--- config.mk ---
export PLATFORM = sky130hd
export DESIGN_NAME = osc_trim_settle_control
export DESIGN_NICKNAME = d
export VERILOG_FILES = /design/src/rtl/osc_trim_settle_pkg.sv /design/src/rtl/osc_trim_settle_control.sv
export SDC_FILE = /design/constraint.sdc
export NUM_CORES = 1
export LEC_CHECK = 0
export BUFFER_PORTS_ARGS = -buffer_cell sky130_fd_sc_hd__clkbuf_2
export CAP_MARGIN = 30
export CORE_ASPECT_RATIO = 1.5
export CORE_UTILIZATION = 45
export DETAILED_ROUTE_END_ITERATION = 16
export PLACE_DENSITY = 0.7
export SYNTH_ARGS = -nofsm -noshare
export SYNTH_HDL_FRONTEND = slang
export SYNTH_SLANG_ARGS = --single-unit
--- constraint.sdc ---
create_clock -name clk -period 3.15 [get_ports clk]
set_clock_uncertainty 0.2 [all_clocks]
set_input_delay 0.315 -clock clk [delete_from_list [all_inputs] [get_ports clk]]
set_output_delay 0.315 -clock clk [all_outputs]
set_load 0.1 [all_outputs]
--- src/rtl/osc_trim_settle_pkg.sv ---
// constants, register layouts and types of the oscillator trim and settle control block
// Overview of operation
// settled flag rises only after the crystal has had its full settle time; here a settle delay of n ends after n-1 to n tick periods
// trim-ready flag is high while applied trim equals programmed trim; resets high
// status bit 5 shows debug domain up, bit 4 down; bit 4 resets high
// status bit 3 shows peripheral domain up, bit 2 down; bit 2 resets high
// status bit 1 shows radio domain up, bit 0 down; bit 0 resets high
// trim delay field 7:4 counts 250 us ticks before applying trim; reset 0xa
// settle delay field 3:0 counts ticks from trim apply to settled; reset 0x2
// the 250 us tick is the 16 MHz rc clock divided by 4000
// bit 12 of low-frequency control turns off crystal amplitude regulation
// bits 11:8 trim the 32 kHz rc frequency; reset 0x7
// bit 7 enables the 32 kHz rc oscillator; resets to one
// bits 6:3 set 32 kHz crystal bias current; reset 0x3
// bits 2:1 set 32 kHz crystal bias resistor; reset 0x2
// bit 0 enables the 32 kHz crystal; resets to zero
// software sets bias sample-hold bit 8 on wakeup, clears before deep sleep
// bits 7:5 set 16 MHz crystal bias current; reset 0x5
// bits 4:1 trim 16 MHz rc frequency, bit 0 enables it; both reset zero
// rcx control bit 12 selects rcx over the 32 kHz rc; resets zero
// rcx control holds enable, low-freq, bias, temperature and trim; trim resets 8
// software keeps the reference low-power test bit 14 at zero
// software keeps retention regulator trim at or above voltage of code 0xa
// bit 9 of high-frequency control enables crystal noise filter; resets zero
// software waits for settled or trim-ready before using the crystal clock
// reserved bits read zero and ignore writes
package osc_trim_settle_pkg;

    localparam int ADDR_W = 32;
    localparam int DATA_W = 16;

    // register addresses
    localparam logic [ADDR_W-1:0] SYSTEM_STATUS_ADDR = 32'h5000_0014;
    localparam logic [ADDR_W-1:0] CRYSTAL_TRIM_TIMING_ADDR = 32'h5000_0016;
    localparam logic [ADDR_W-1:0] LOW_FREQ_OSC_CONTROL_ADDR = 32'h5000_0020;
    localparam logic [ADDR_W-1:0] HIGH_FREQ_OSC_CONTROL_ADDR = 32'h5000_0022;
    localparam logic [ADDR_W-1:0] RCX_OSC_CONTROL_ADDR = 32'h5000_0024;
    localparam logic [ADDR_W-1:0] BANDGAP_TRIM_ADDR = 32'h5000_0028;

    // tick timing: the tick period in us and the rc oscillator rate in kHz
    localparam int TICK_PERIOD_US = 250;
    localparam int RC_CLOCK_KHZ = 16000;
    localparam int TICK_DIVIDE = TICK_PERIOD_US * RC_CLOCK_KHZ / 1000;
    localparam int DIV_W = 12;
    localparam int DELAY_W = 4;

    // status register layout
    typedef struct packed {
        logic [7:0] reserved;
        logic hf_crystal_settled;
        logic hf_trim_applied;
        logic debug_domain_up;
        logic debug_domain_down;
        logic periph_domain_up;
        logic periph_domain_down;
        logic radio_domain_up;
        logic radio_domain_down;
    } system_status_t;

    typedef struct packed {
        logic [7:0] reserved;
        logic [3:0] trim_delay;
        logic [3:0] settle_delay;
    } crystal_trim_timing_t;

    typedef struct packed {
        logic [2:0] reserved;
        logic lf_crystal_amp_reg_off;
        logic [3:0] lf_rc_freq_trim;
        logic lf_rc_on;
        logic [3:0] lf_crystal_bias_current;
        logic [1:0] lf_crystal_bias_resistor;
        logic lf_crystal_on;
    } low_freq_osc_control_t;

    typedef struct packed {
        logic [5:0] reserved;
        logic hf_crystal_noise_filter_on;
        logic hf_bias_sample_hold_on;
        logic [2:0] hf_crystal_bias_current;
        logic [3:0] hf_rc_freq_trim;
        logic hf_rc_on;
    } high_freq_osc_control_t;

    typedef struct packed {
        logic [2:0] reserved;
        logic alt_rc_select;
        logic alt_rc_on;
        logic alt_rc_extra_low_freq;
        logic [1:0] alt_rc_bias;
        logic [3:0] alt_rc_temp_control;
        logic [3:0] alt_rc_freq_trim;
    } rcx_osc_control_t;

    typedef struct packed {
        logic reserved;
        logic reference_low_power_test;
        logic [3:0] retention_regulator_trim;
        logic [4:0] reference_bias_trim;
        logic [4:0] reference_voltage_trim;
    } bandgap_trim_t;

    // reset values
    localparam crystal_trim_timing_t CRYSTAL_TRIM_TIMING_RST = '{8'h00, 4'ha, 4'h2};
    localparam low_freq_osc_control_t LOW_FREQ_OSC_CONTROL_RST =
        '{3'h0, 1'h0, 4'h7, 1'h1, 4'h3, 2'h2, 1'h0};
    localparam high_freq_osc_control_t HIGH_FREQ_OSC_CONTROL_RST =
        '{6'h00, 1'h0, 1'h0, 3'h5, 4'h0, 1'h0};
    localparam rcx_osc_control_t RCX_OSC_CONTROL_RST =
        '{3'h0, 1'h0, 1'h0, 1'h0, 2'h1, 4'h7, 4'h8};
    localparam bandgap_trim_t BANDGAP_TRIM_RST = '{1'h0, 1'h0, 4'h0, 5'h00, 5'h00};
    // power-domain flags reset to "down"
    localparam logic [5:0] DOMAIN_FLAGS_RST = 6'h15;
    localparam logic TRIM_READY_RST = 1'h1;

    // crystal trim and settle sequencer
    typedef enum logic [3:0] {
        SEQ_OFF = 4'h1,
        SEQ_TRIM_WAIT = 4'h2,
        SEQ_SETTLE_WAIT = 4'h4,
        SEQ_RUNNING = 4'h8
    } seq_state_t;

endpackage

--- src/rtl/osc_trim_settle_control.sv ---
// oscillator trim-apply and settle sequencer with clock source control registers
`timescale 1ns/10ps
`default_nettype none
module osc_trim_settle_control
    import osc_trim_settle_pkg::*;
#(
    parameter int TRIM_W = 8,
    parameter int TICK_DIV = TICK_DIVIDE
) (
    input wire logic clk,
    input wire logic rst_n,
    // register port
    input wire logic [ADDR_W-1:0] reg_addr,
    input wire logic [DATA_W-1:0] reg_wdata,
    input wire logic reg_write,
    input wire logic reg_read,
    output logic [DATA_W-1:0] reg_rdata,
    // crystal and trim
    input wire logic hf_crystal_enable,
    input wire logic [TRIM_W-1:0] hf_frequency_trim_value,
    input wire logic hf_rc_clock,
    output logic [TRIM_W-1:0] hf_applied_trim,
    output logic hf_crystal_settled,
    output logic hf_trim_applied,
    // power domain state from the power controller
    input wire logic debug_power_domain,
    input wire logic periph_power_domain,
    input wire logic radio_power_domain,
    // oscillator and reference controls
    output low_freq_osc_control_t low_freq_osc_control,
    output high_freq_osc_control_t high_freq_osc_control,
    output rcx_osc_control_t rcx_osc_control,
    output bandgap_trim_t bandgap_trim
);

    // the divider counter must hold the divide value minus one and the divide must be at least two
    if (TICK_DIV < 2 || TICK_DIV > (1 << DIV_W)) begin : g_bad_div
        $error("TICK_DIV out of range");
    end
    if (TRIM_W < 1 || TRIM_W > DATA_W) begin : g_bad_trim
        $error("TRIM_W out of range");
    end

    localparam logic [DIV_W-1:0] DIV_LAST = DIV_W'(TICK_DIV - 1);
    localparam logic [DIV_W-1:0] DIV_ZERO = '0;
    localparam logic [DELAY_W-1:0] DELAY_ZERO = '0;
    localparam logic [DELAY_W-1:0] DELAY_ONE = DELAY_W'(1);
    localparam logic [DIV_W-1:0] DIV_ONE = DIV_W'(1);

    typedef struct packed {
        logic [2:0] rc_sync;
        logic rc_level;
        logic [DIV_W-1:0] div_cnt;
        logic tick;
        seq_state_t seq;
        logic [DELAY_W-1:0] wait_cnt;
        logic settled;
        logic [TRIM_W-1:0] applied;
        logic trim_ready;
        logic [5:0] domain_flags;
        crystal_trim_timing_t timing;
        low_freq_osc_control_t lf;
        high_freq_osc_control_t hf;
        rcx_osc_control_t rcx;
        bandgap_trim_t bg;
        logic [DATA_W-1:0] rdata;
    } state_t;

    state_t s;
    state_t next_s;

    // read mux shared by the read path; unmapped addresses read zero
    function automatic logic [DATA_W-1:0] read_word(input state_t cur,
                                                     input logic [ADDR_W-1:0] addr);
        system_status_t st;
        logic [DATA_W-1:0] word;
        st = '0;
        st.hf_crystal_settled = cur.settled;
        st.hf_trim_applied = cur.trim_ready;
        {st.debug_domain_up, st.debug_domain_down, st.periph_domain_up,
         st.periph_domain_down, st.radio_domain_up, st.radio_domain_down} =
            cur.domain_flags;
        word = '0;
        unique case (addr)
            SYSTEM_STATUS_ADDR: word = st;
            CRYSTAL_TRIM_TIMING_ADDR: word = cur.timing;
            LOW_FREQ_OSC_CONTROL_ADDR: word = cur.lf;
            HIGH_FREQ_OSC_CONTROL_ADDR: word = cur.hf;
            RCX_OSC_CONTROL_ADDR: word = cur.rcx;
            BANDGAP_TRIM_ADDR: word = cur.bg;
            default: word = '0;
        endcase
        return word;
    endfunction

    // one step of a delay: true when the count has run out
    function automatic logic delay_done(input logic [DELAY_W-1:0] cnt);
        return cnt == DELAY_ZERO;
    endfunction

    always_comb begin
        next_s = s;

        // rc clock synchroniser; the level only moves when stages two and three agree
        next_s.rc_sync = {s.rc_sync[1:0], hf_rc_clock};
        if (s.rc_sync[1] == s.rc_sync[2]) begin
            next_s.rc_level = s.rc_sync[2];
        end

        // free-running divider: one tick per TICK_DIV rising rc edges
        next_s.tick = 1'b0;
        if (s.rc_sync[1] == s.rc_sync[2] && s.rc_sync[2] && !s.rc_level) begin
            if (s.div_cnt == DIV_LAST) begin
                next_s.div_cnt = DIV_ZERO;
                next_s.tick = 1'b1;
            end else begin
                next_s.div_cnt = s.div_cnt + DIV_ONE;
            end
        end

        // trim-apply and settle sequence; a tick that is already running counts,
        // so a delay of n waits between n-1 and n whole tick periods
        unique case (s.seq)
            SEQ_OFF: begin
                next_s.settled = 1'b0;
                if (hf_crystal_enable) begin
                    next_s.wait_cnt = s.timing.trim_delay;
                    next_s.seq = SEQ_TRIM_WAIT;
                end
            end
            SEQ_TRIM_WAIT: begin
                if (!hf_crystal_enable) begin
                    next_s.seq = SEQ_OFF;
                end else if (delay_done(s.wait_cnt)) begin
                    next_s.applied = hf_frequency_trim_value;
                    next_s.wait_cnt = s.timing.settle_delay;
                    next_s.seq = SEQ_SETTLE_WAIT;
                end else if (s.tick) begin
                    next_s.wait_cnt = s.wait_cnt - DELAY_ONE;
                end
            end
            SEQ_SETTLE_WAIT: begin
                if (!hf_crystal_enable) begin
                    next_s.seq = SEQ_OFF;
                end else if (delay_done(s.wait_cnt)) begin
                    next_s.settled = 1'b1;
                    next_s.seq = SEQ_RUNNING;
                end else if (s.tick) begin
                    next_s.wait_cnt = s.wait_cnt - DELAY_ONE;
                end
            end
            SEQ_RUNNING: begin
                // a new programmed trim is taken over at once once the crystal has settled
                next_s.applied = hf_frequency_trim_value;
                if (!hf_crystal_enable) begin
                    next_s.settled = 1'b0;
                    next_s.seq = SEQ_OFF;
                end
            end
            default: begin
                next_s.settled = 1'b0;
                next_s.seq = SEQ_OFF;
            end
        endcase

        // trim-ready compares what the crystal sees with the programmed value
        next_s.trim_ready = (s.applied == hf_frequency_trim_value);

        // power domain flags, up and down as complements
        next_s.domain_flags = {debug_power_domain, !debug_power_domain,
                               periph_power_domain, !periph_power_domain,
                               radio_power_domain, !radio_power_domain};

        // register writes; reserved fields are forced back to zero
        if (reg_write) begin
            unique case (reg_addr)
                CRYSTAL_TRIM_TIMING_ADDR: begin
                    next_s.timing = reg_wdata;
                    next_s.timing.reserved = '0;
                end
                LOW_FREQ_OSC_CONTROL_ADDR: begin
                    next_s.lf = reg_wdata;
                    next_s.lf.reserved = '0;
                end
                HIGH_FREQ_OSC_CONTROL_ADDR: begin
                    next_s.hf = reg_wdata;
                    next_s.hf.reserved = '0;
                end
                RCX_OSC_CONTROL_ADDR: begin
                    next_s.rcx = reg_wdata;
                    next_s.rcx.reserved = '0;
                end
                BANDGAP_TRIM_ADDR: begin
                    // test and retention trim codes are stored as written
                    next_s.bg = reg_wdata;
                    next_s.bg.reserved = '0;
                end
                default: begin
                end
            endcase
        end

        // read data stand only in the cycle after the strobe
        next_s.rdata = reg_read ? read_word(s, reg_addr) : '0;
    end

    // single state register with synchronous reset
    always_ff @(posedge clk) begin
        if (!rst_n) begin
            s <= '0;
            s.seq <= SEQ_OFF;
            s.trim_ready <= TRIM_READY_RST;
            s.domain_flags <= DOMAIN_FLAGS_RST;
            s.timing <= CRYSTAL_TRIM_TIMING_RST;
            s.lf <= LOW_FREQ_OSC_CONTROL_RST;
            s.hf <= HIGH_FREQ_OSC_CONTROL_RST;
            s.rcx <= RCX_OSC_CONTROL_RST;
            s.bg <= BANDGAP_TRIM_RST;
        end else begin
            s <= next_s;
        end
    end

    // outputs straight from the state register
    assign reg_rdata = s.rdata;
    assign hf_applied_trim = s.applied;
    assign hf_crystal_settled = s.settled;
    assign hf_trim_applied = s.trim_ready;
    assign low_freq_osc_control = s.lf;
    assign high_freq_osc_control = s.hf;
    assign rcx_osc_control = s.rcx;
    assign bandgap_trim = s.bg;

endmodule
`default_nettype wire

# ---- Word-level counts from Yosys, hierarchy flattened
# Index checks and enable logic that the tools add are counted.
dict set report op_classes {
  n_mux 22
  bitwise_logic 1
  reduce_logical 20
  eq_ne 22
  add_sub_neg 2
}
# cell count
set op_table {}
lappend op_table {{$eq 32x31->1 const B} 6}
lappend op_table {{$pmux 15 s6} 1}
lappend op_table {{$mux 4} 9}
lappend op_table {{$mux 8} 3}
lappend op_table {{$pmux 4 s4} 1}
lappend op_table {{$pmux 8 s2} 1}
lappend op_table {{$ne 2x2->1 const B} 7}
lappend op_table {{$reduce_and 2->1} 7}
lappend op_table {{$add 12x1->12 const B} 1}
lappend op_table {{$eq 12x12->1 const B} 1}
lappend op_table {{$mux 12} 1}
lappend op_table {{$pmux 4 s3} 1}
lappend op_table {{$eq 8x8->1} 1}
lappend op_table {{$reduce_and 4->1} 2}
lappend op_table {{$ne 3x3->1 const B} 2}
lappend op_table {{$mux 5} 1}
lappend op_table {{$reduce_and 5->1} 1}
lappend op_table {{$eq 4x1->1 const B} 1}
lappend op_table {{$eq 4x2->1 const B} 1}
lappend op_table {{$eq 4x3->1 const B} 1}
lappend op_table {{$eq 4x4->1 const B} 1}
lappend op_table {{$logic_not 1->1} 4}
lappend op_table {{$logic_not 4->1} 1}
lappend op_table {{$sub 4x1->4 const B} 1}
lappend op_table {{8 further kinds} 11}
dict set report totals {
  inputBits 65
  output_inout_bits 90
  register_bits 116
  elab_cells 101
}

# ---- Longest topological paths before layout
dict set report logic_depth {
  ltp_word 5
  depth_mapped 7
  depth_no_buf 6
}

# ---- Worst setup path before layout
# OpenSTA, ideal clock, no wires.
dict set report synth_timing {
  kind {reg-to-reg}
  from {register s[112] in the netlist's numbering}
  to {register s[115] in the netlist's numbering}
  arrival_ns 1.718
  setup_time_ns 0.117
  required_ns 2.833
  path_buffers 1
  synth_period_minus_slack_ns 2.036
  stages_incl_launch_ff 8
  slack_ns 1.114
  path_cell_list {dfxtp_1 -> inv_1 -> ha_1 -> or3b_1 -> clkbuf_1 -> a211o_1 -> and2_4 -> a32o_1}
}
dict set report synth_via {
  elab_chain_cells 5
  word_cells_on_any_way 10
  classes_between {1 x add/sub; 1 x eq/ne; 6 x mux; 2 x reduce/logical}
}
# element line
set synth_rtl {}
lappend synth_rtl {{start, declared} osc_trim_settle_control.sv:69} ;# state_t s;
lappend synth_rtl {{start signal, assigned} osc_trim_settle_control.sv:220} ;# s <= next_s;
lappend synth_rtl {{$sub 4x1->4} {osc_trim_settle_control.sv:139, osc_trim_settle_control.sv:149}}
lappend synth_rtl {{$mux 4} {osc_trim_settle_control.sv:138, osc_trim_settle_control.sv:148}}
lappend synth_rtl {{$mux 4, on equally long branches} {osc_trim_settle_control.sv:145, osc_trim_settle_control.sv:134}}
lappend synth_rtl {{$mux 5 / $mux 4 (equally long branches)} {osc_trim_settle_control.sv:143, osc_trim_settle_control.sv:132}}
lappend synth_rtl {{$pmux 4 s3} osc_trim_settle_control.sv:123} ;# unique case (s.seq)
# Several ways; a longest one is shown, not always the timed one. The select of a mux whose other input is x is not followed.
# A chain may end at the register's enable or synchronous reset.

# ---- Final worst setup path
dict set report layout_timing {
  from {register s[112] in the netlist's numbering}
  to {register s, in the netlist hf_applied_trim[3]}
}
dict set report layout_via {
  elab_chain_cells 3
}
# element line
set layout_rtl {}
lappend layout_rtl {{$logic_not 4->1} osc_trim_settle_control.sv:98} ;# return cnt == DELAY_ZERO;
lappend layout_rtl {{$ne 2x2->1 (no source line)} n/a}
lappend layout_rtl {{$reduce_and 3->1 (no source line)} n/a}
# No other way between the ends.

==> flow_metrics.env <==
export IMPL_status="complete, no violations"
export IMPL_clockBufferDepth=2
export IMPL_critical_path_max_fanout=9
export IMPL_hold_viol_final=0
export IMPL_wl_per_cell_um=17.0
export IMPL_drive_gt1_share_pct=26.8
export IMPL_yosys_area_top_type="dfxtp_1"
export IMPL_totalWireLength_um=15900
export IMPL_cts_tree="done"
export IMPL_max_stage_delay_ns=0.55
export IMPL_final_common_cell="clkbuf_2"
export IMPL_crit_slowest_cell="nor3b_2"
export IMPL_numPortBuffers=139
export IMPL_ant_nets=0
export IMPL_areaGrowthSynthToFinish_pct=17.3
export IMPL_yosysWarnings=0
export IMPL_ys_seq_area_share_pct=38.2
export IMPL_final_period_utilization_pct=78.2
export IMPL_rr_worst_depth=6
export IMPL_power_density_nw_per_um2=544
export IMPL_clk_pin_slew_worst_paths_ns=0.05
export IMPL_fin_area_um2=7070
export IMPL_ios=155
export IMPL_die_w_um=96.5
export IMPL_critPathArrivalTime_ns=2.60
export IMPL_hp_start="reg_wdata[7]"
export IMPL_path_class="reg2reg"
export IMPL_rrSetupSlack_ns=0.69
export IMPL_grt_pass1_wl_um=24200
export IMPL_cts_buffers=17
export IMPL_crit_path_end_kind="register"
export IMPL_via_count=5226
export IMPL_diodes=0
export IMPL_maxSlewHeadroom_pct=37.1
export IMPL_r2r_start="s[112]"
export IMPL_hold_end="bandgap_trim[7]"
export IMPL_tightestPinTransition_ns=0.934
export IMPL_grt_usage_pct=23.6
export IMPL_vdd_drop_max_v=0.000344
export IMPL_rsz0062_at_grt="false"
export IMPL_first_pass_iters=5
export IMPL_avgSynthCellArea_um2=8.84
export IMPL_dpl_hpwl_um=11400
export IMPL_finalWeightedCongestion=0.912
export IMPL_cts_root_buf="clkbuf_16"
export IMPL_min_path_cells=3
export IMPL_cts_sinks=115
export IMPL_p_leak_uw=0.00294
export IMPL_placed_cell_area_um2=6230
export IMPL_initial_utilization_pct=46.3
export IMPL_ys_seq_elements=115
export IMPL_r2r_end="hf_applied_trim[3]"
export IMPL_finalSetupViolCount=0
export IMPL_synth_area_um2=6030
export IMPL_synth_async_reset_ratio_pct=0
export IMPL_cp_required_ns=3.29
export IMPL_startpoint_type="register"
export IMPL_fp_row_count=51
export IMPL_tns_ns=0
export IMPL_syn_inst=682
export IMPL_synth_edf_count=0
export IMPL_grt_max_degree=86
export IMPL_use_met2_pct=40.3
export IMPL_postCtsSetupRepairBufs=0
export IMPL_cap_violations=0
export IMPL_grt_util_met1_pct=24.2
export IMPL_slew_viol_final=0
export IMPL_via_per_inst=5.61
export IMPL_grt_busiest_layer="met2"
export IMPL_cts_htree_levels=4
export IMPL_timing_fmax_mhz=406
export IMPL_antenna_found_initial=0
export IMPL_drtIter0Drc=348
export IMPL_synth_cell_types=61
export IMPL_min_path_type="in2reg"
export IMPL_grtUsageMet3_pct=6.08
export IMPL_worstPathCellList="inv_1 -> ha_1 -> nor3b_2 -> a31oi_1 -> nor3_4 -> mux2i_1"
export IMPL_coreArea_um2=13000
export IMPL_yosys_top_cells_area="dfxtp_1 38%, buf_4 11%, mux2i_1 9.1%"
export IMPL_nNetsFinal=828
export IMPL_first_global_vias=4895
export IMPL_gr_total_overflow=0
export IMPL_drc=0
export IMPL_final_cell_mix="139 x clkbuf_2, 115 x dfxtp_1, 99 x nand2_1, 55 x mux2i_1, 34 x nor2_1"
export IMPL_dieArea_um2=13900
export IMPL_die_h_um=144
export IMPL_post_route_min_period_ns=2.46
export IMPL_ys_flop_type="dfxtp_1"
export IMPL_netlist_area_leader_share_pct=38.2
export IMPL_worstSkewPairLatency_ns=0.41
cell families (layout without fill, tap and decap cells):
group | after synthesis | after routing | share of synthesized area (%)
simple gates | 253 | 253 | 22.3
flops | 115 | 115 | 38.2
buf+inv | 141 | 219 | 15.0
xor+xnor | 21 | 21 | 3.05
other cells | 1 | 14 | 0.0622
mux | 66 | 66 | 11.2
fa+ha+maj | 3 | 3 | 0.622
compound gates | 82 | 82 | 9.67
synthesized netlist by cell type, types with 3 or more instances:
cell	number
buf_1	7
a211oi_1	6
nor3_1	4
nand4_1	27
nor3b_1	5
and4_1	3
buf_4	91
a21oi_1	9
and2_1	8
buf_2	13
nand3_1	8
mux2i_1	55
and3_1	23
nor4_1	10
inv_1	10
nor2b_1	8
a31oi_1	10
o31a_1	14
dfxtp_1	115
a22oi_1	11
nor4b_2	3
nand2_1	99
mux2_2	11
nor2_1	34
xnor2_1	13
clkbuf_1	18
ha_1	3
xor2_1	8
o21ai_0	13
a311oi_1	3
worst max path at each step:
stage	startpoint	end	slack, ns	cells after the start
6_report	s[112]	hf_applied_trim[3]	0.69	6
5_1_grt	s[112]	hf_applied_trim[0]	0.55	6
4_1_cts	s[112]	hf_applied_trim[3]	0.68	6
3_5_place_dp	reg_addr[20]	rcx_osc_control[1]	0.61	5
3_3_place_gp	reg_addr[9]	low_freq_osc_control[6]	0.68	5
2_1_floorplan	s[112]	s[115]	1.11	7
report_power, final:
part / internal (µW) / switching (µW) / leakage, µW
clock network: 1390 / 664 / 0.000301
logic: 103 / 212 / 0.00171
registers: 1470 / 15.8 / 0.000931
routing by layer:
metal,vias up,routed length [µm]
li1,2447,-
met1,2437,5840
met2,274,8010
met3,68,1070
met4,0,954
met5,-,0
sequential cells by signal (all words and copies together) (netlist names):
register	flops
hf_trim_applied	1
reg_rdata	15
s	37
next_s	2
high_freq_osc_control	10
bandgap_trim	15
hf_crystal_settled	1
rcx_osc_control	13
low_freq_osc_control	13
hf_applied_trim	8
per-stage QoR:
step / setup WS [ns] / hold WS [ns] / cells / total power (µW) / util, %
2_1_floorplan: 1.11 / 0.187 / 695 / 1730 / -
3_3_place_gp: 0.679 / 0.214 / 879 / 1800 / 47.9
3_5_place_dp: 0.608 / 0.227 / 879 / 1810 / 47.9
4_1_cts: 0.681 / 0.00120 / 932 / 3860 / 54.3
5_1_grt: 0.554 / 0.0159 / 932 / 3960 / 54.3
6_report: 0.685 / 0.0141 / 932 / 3850 / 54.3
cell type report:
class / instances / area, µm²
timing repair buffer: 176 / 1030
inverter: 11 / 41.3
multi-input combinational: 439 / 2870
sequential: 115 / 2300
clock inverter: 8 / 149
clock buffer: 24 / 482
tap: 159 / 199
fill: 1195 / 5940
worst max-delay path, delay by kind of cell, from the launching register on:
family	cells	cell delay, ns
muxes	1	0.26
and+or+nand+nor	2	1.06
AOI/OAI and AO/OA	1	0.24
adders and majority gates	1	0.19
DFF	1	0.36
buffers and inverters	1	0.08
what timing repair did:
item,4_1_cts,5_1_grt
hold buffers,21,0
endpoints found under the hold margin,31,0
endpoints found under the setup margin,0,0
gates resized for setup,0,0
No activity file was read; power rests on OpenSTA's default activity.
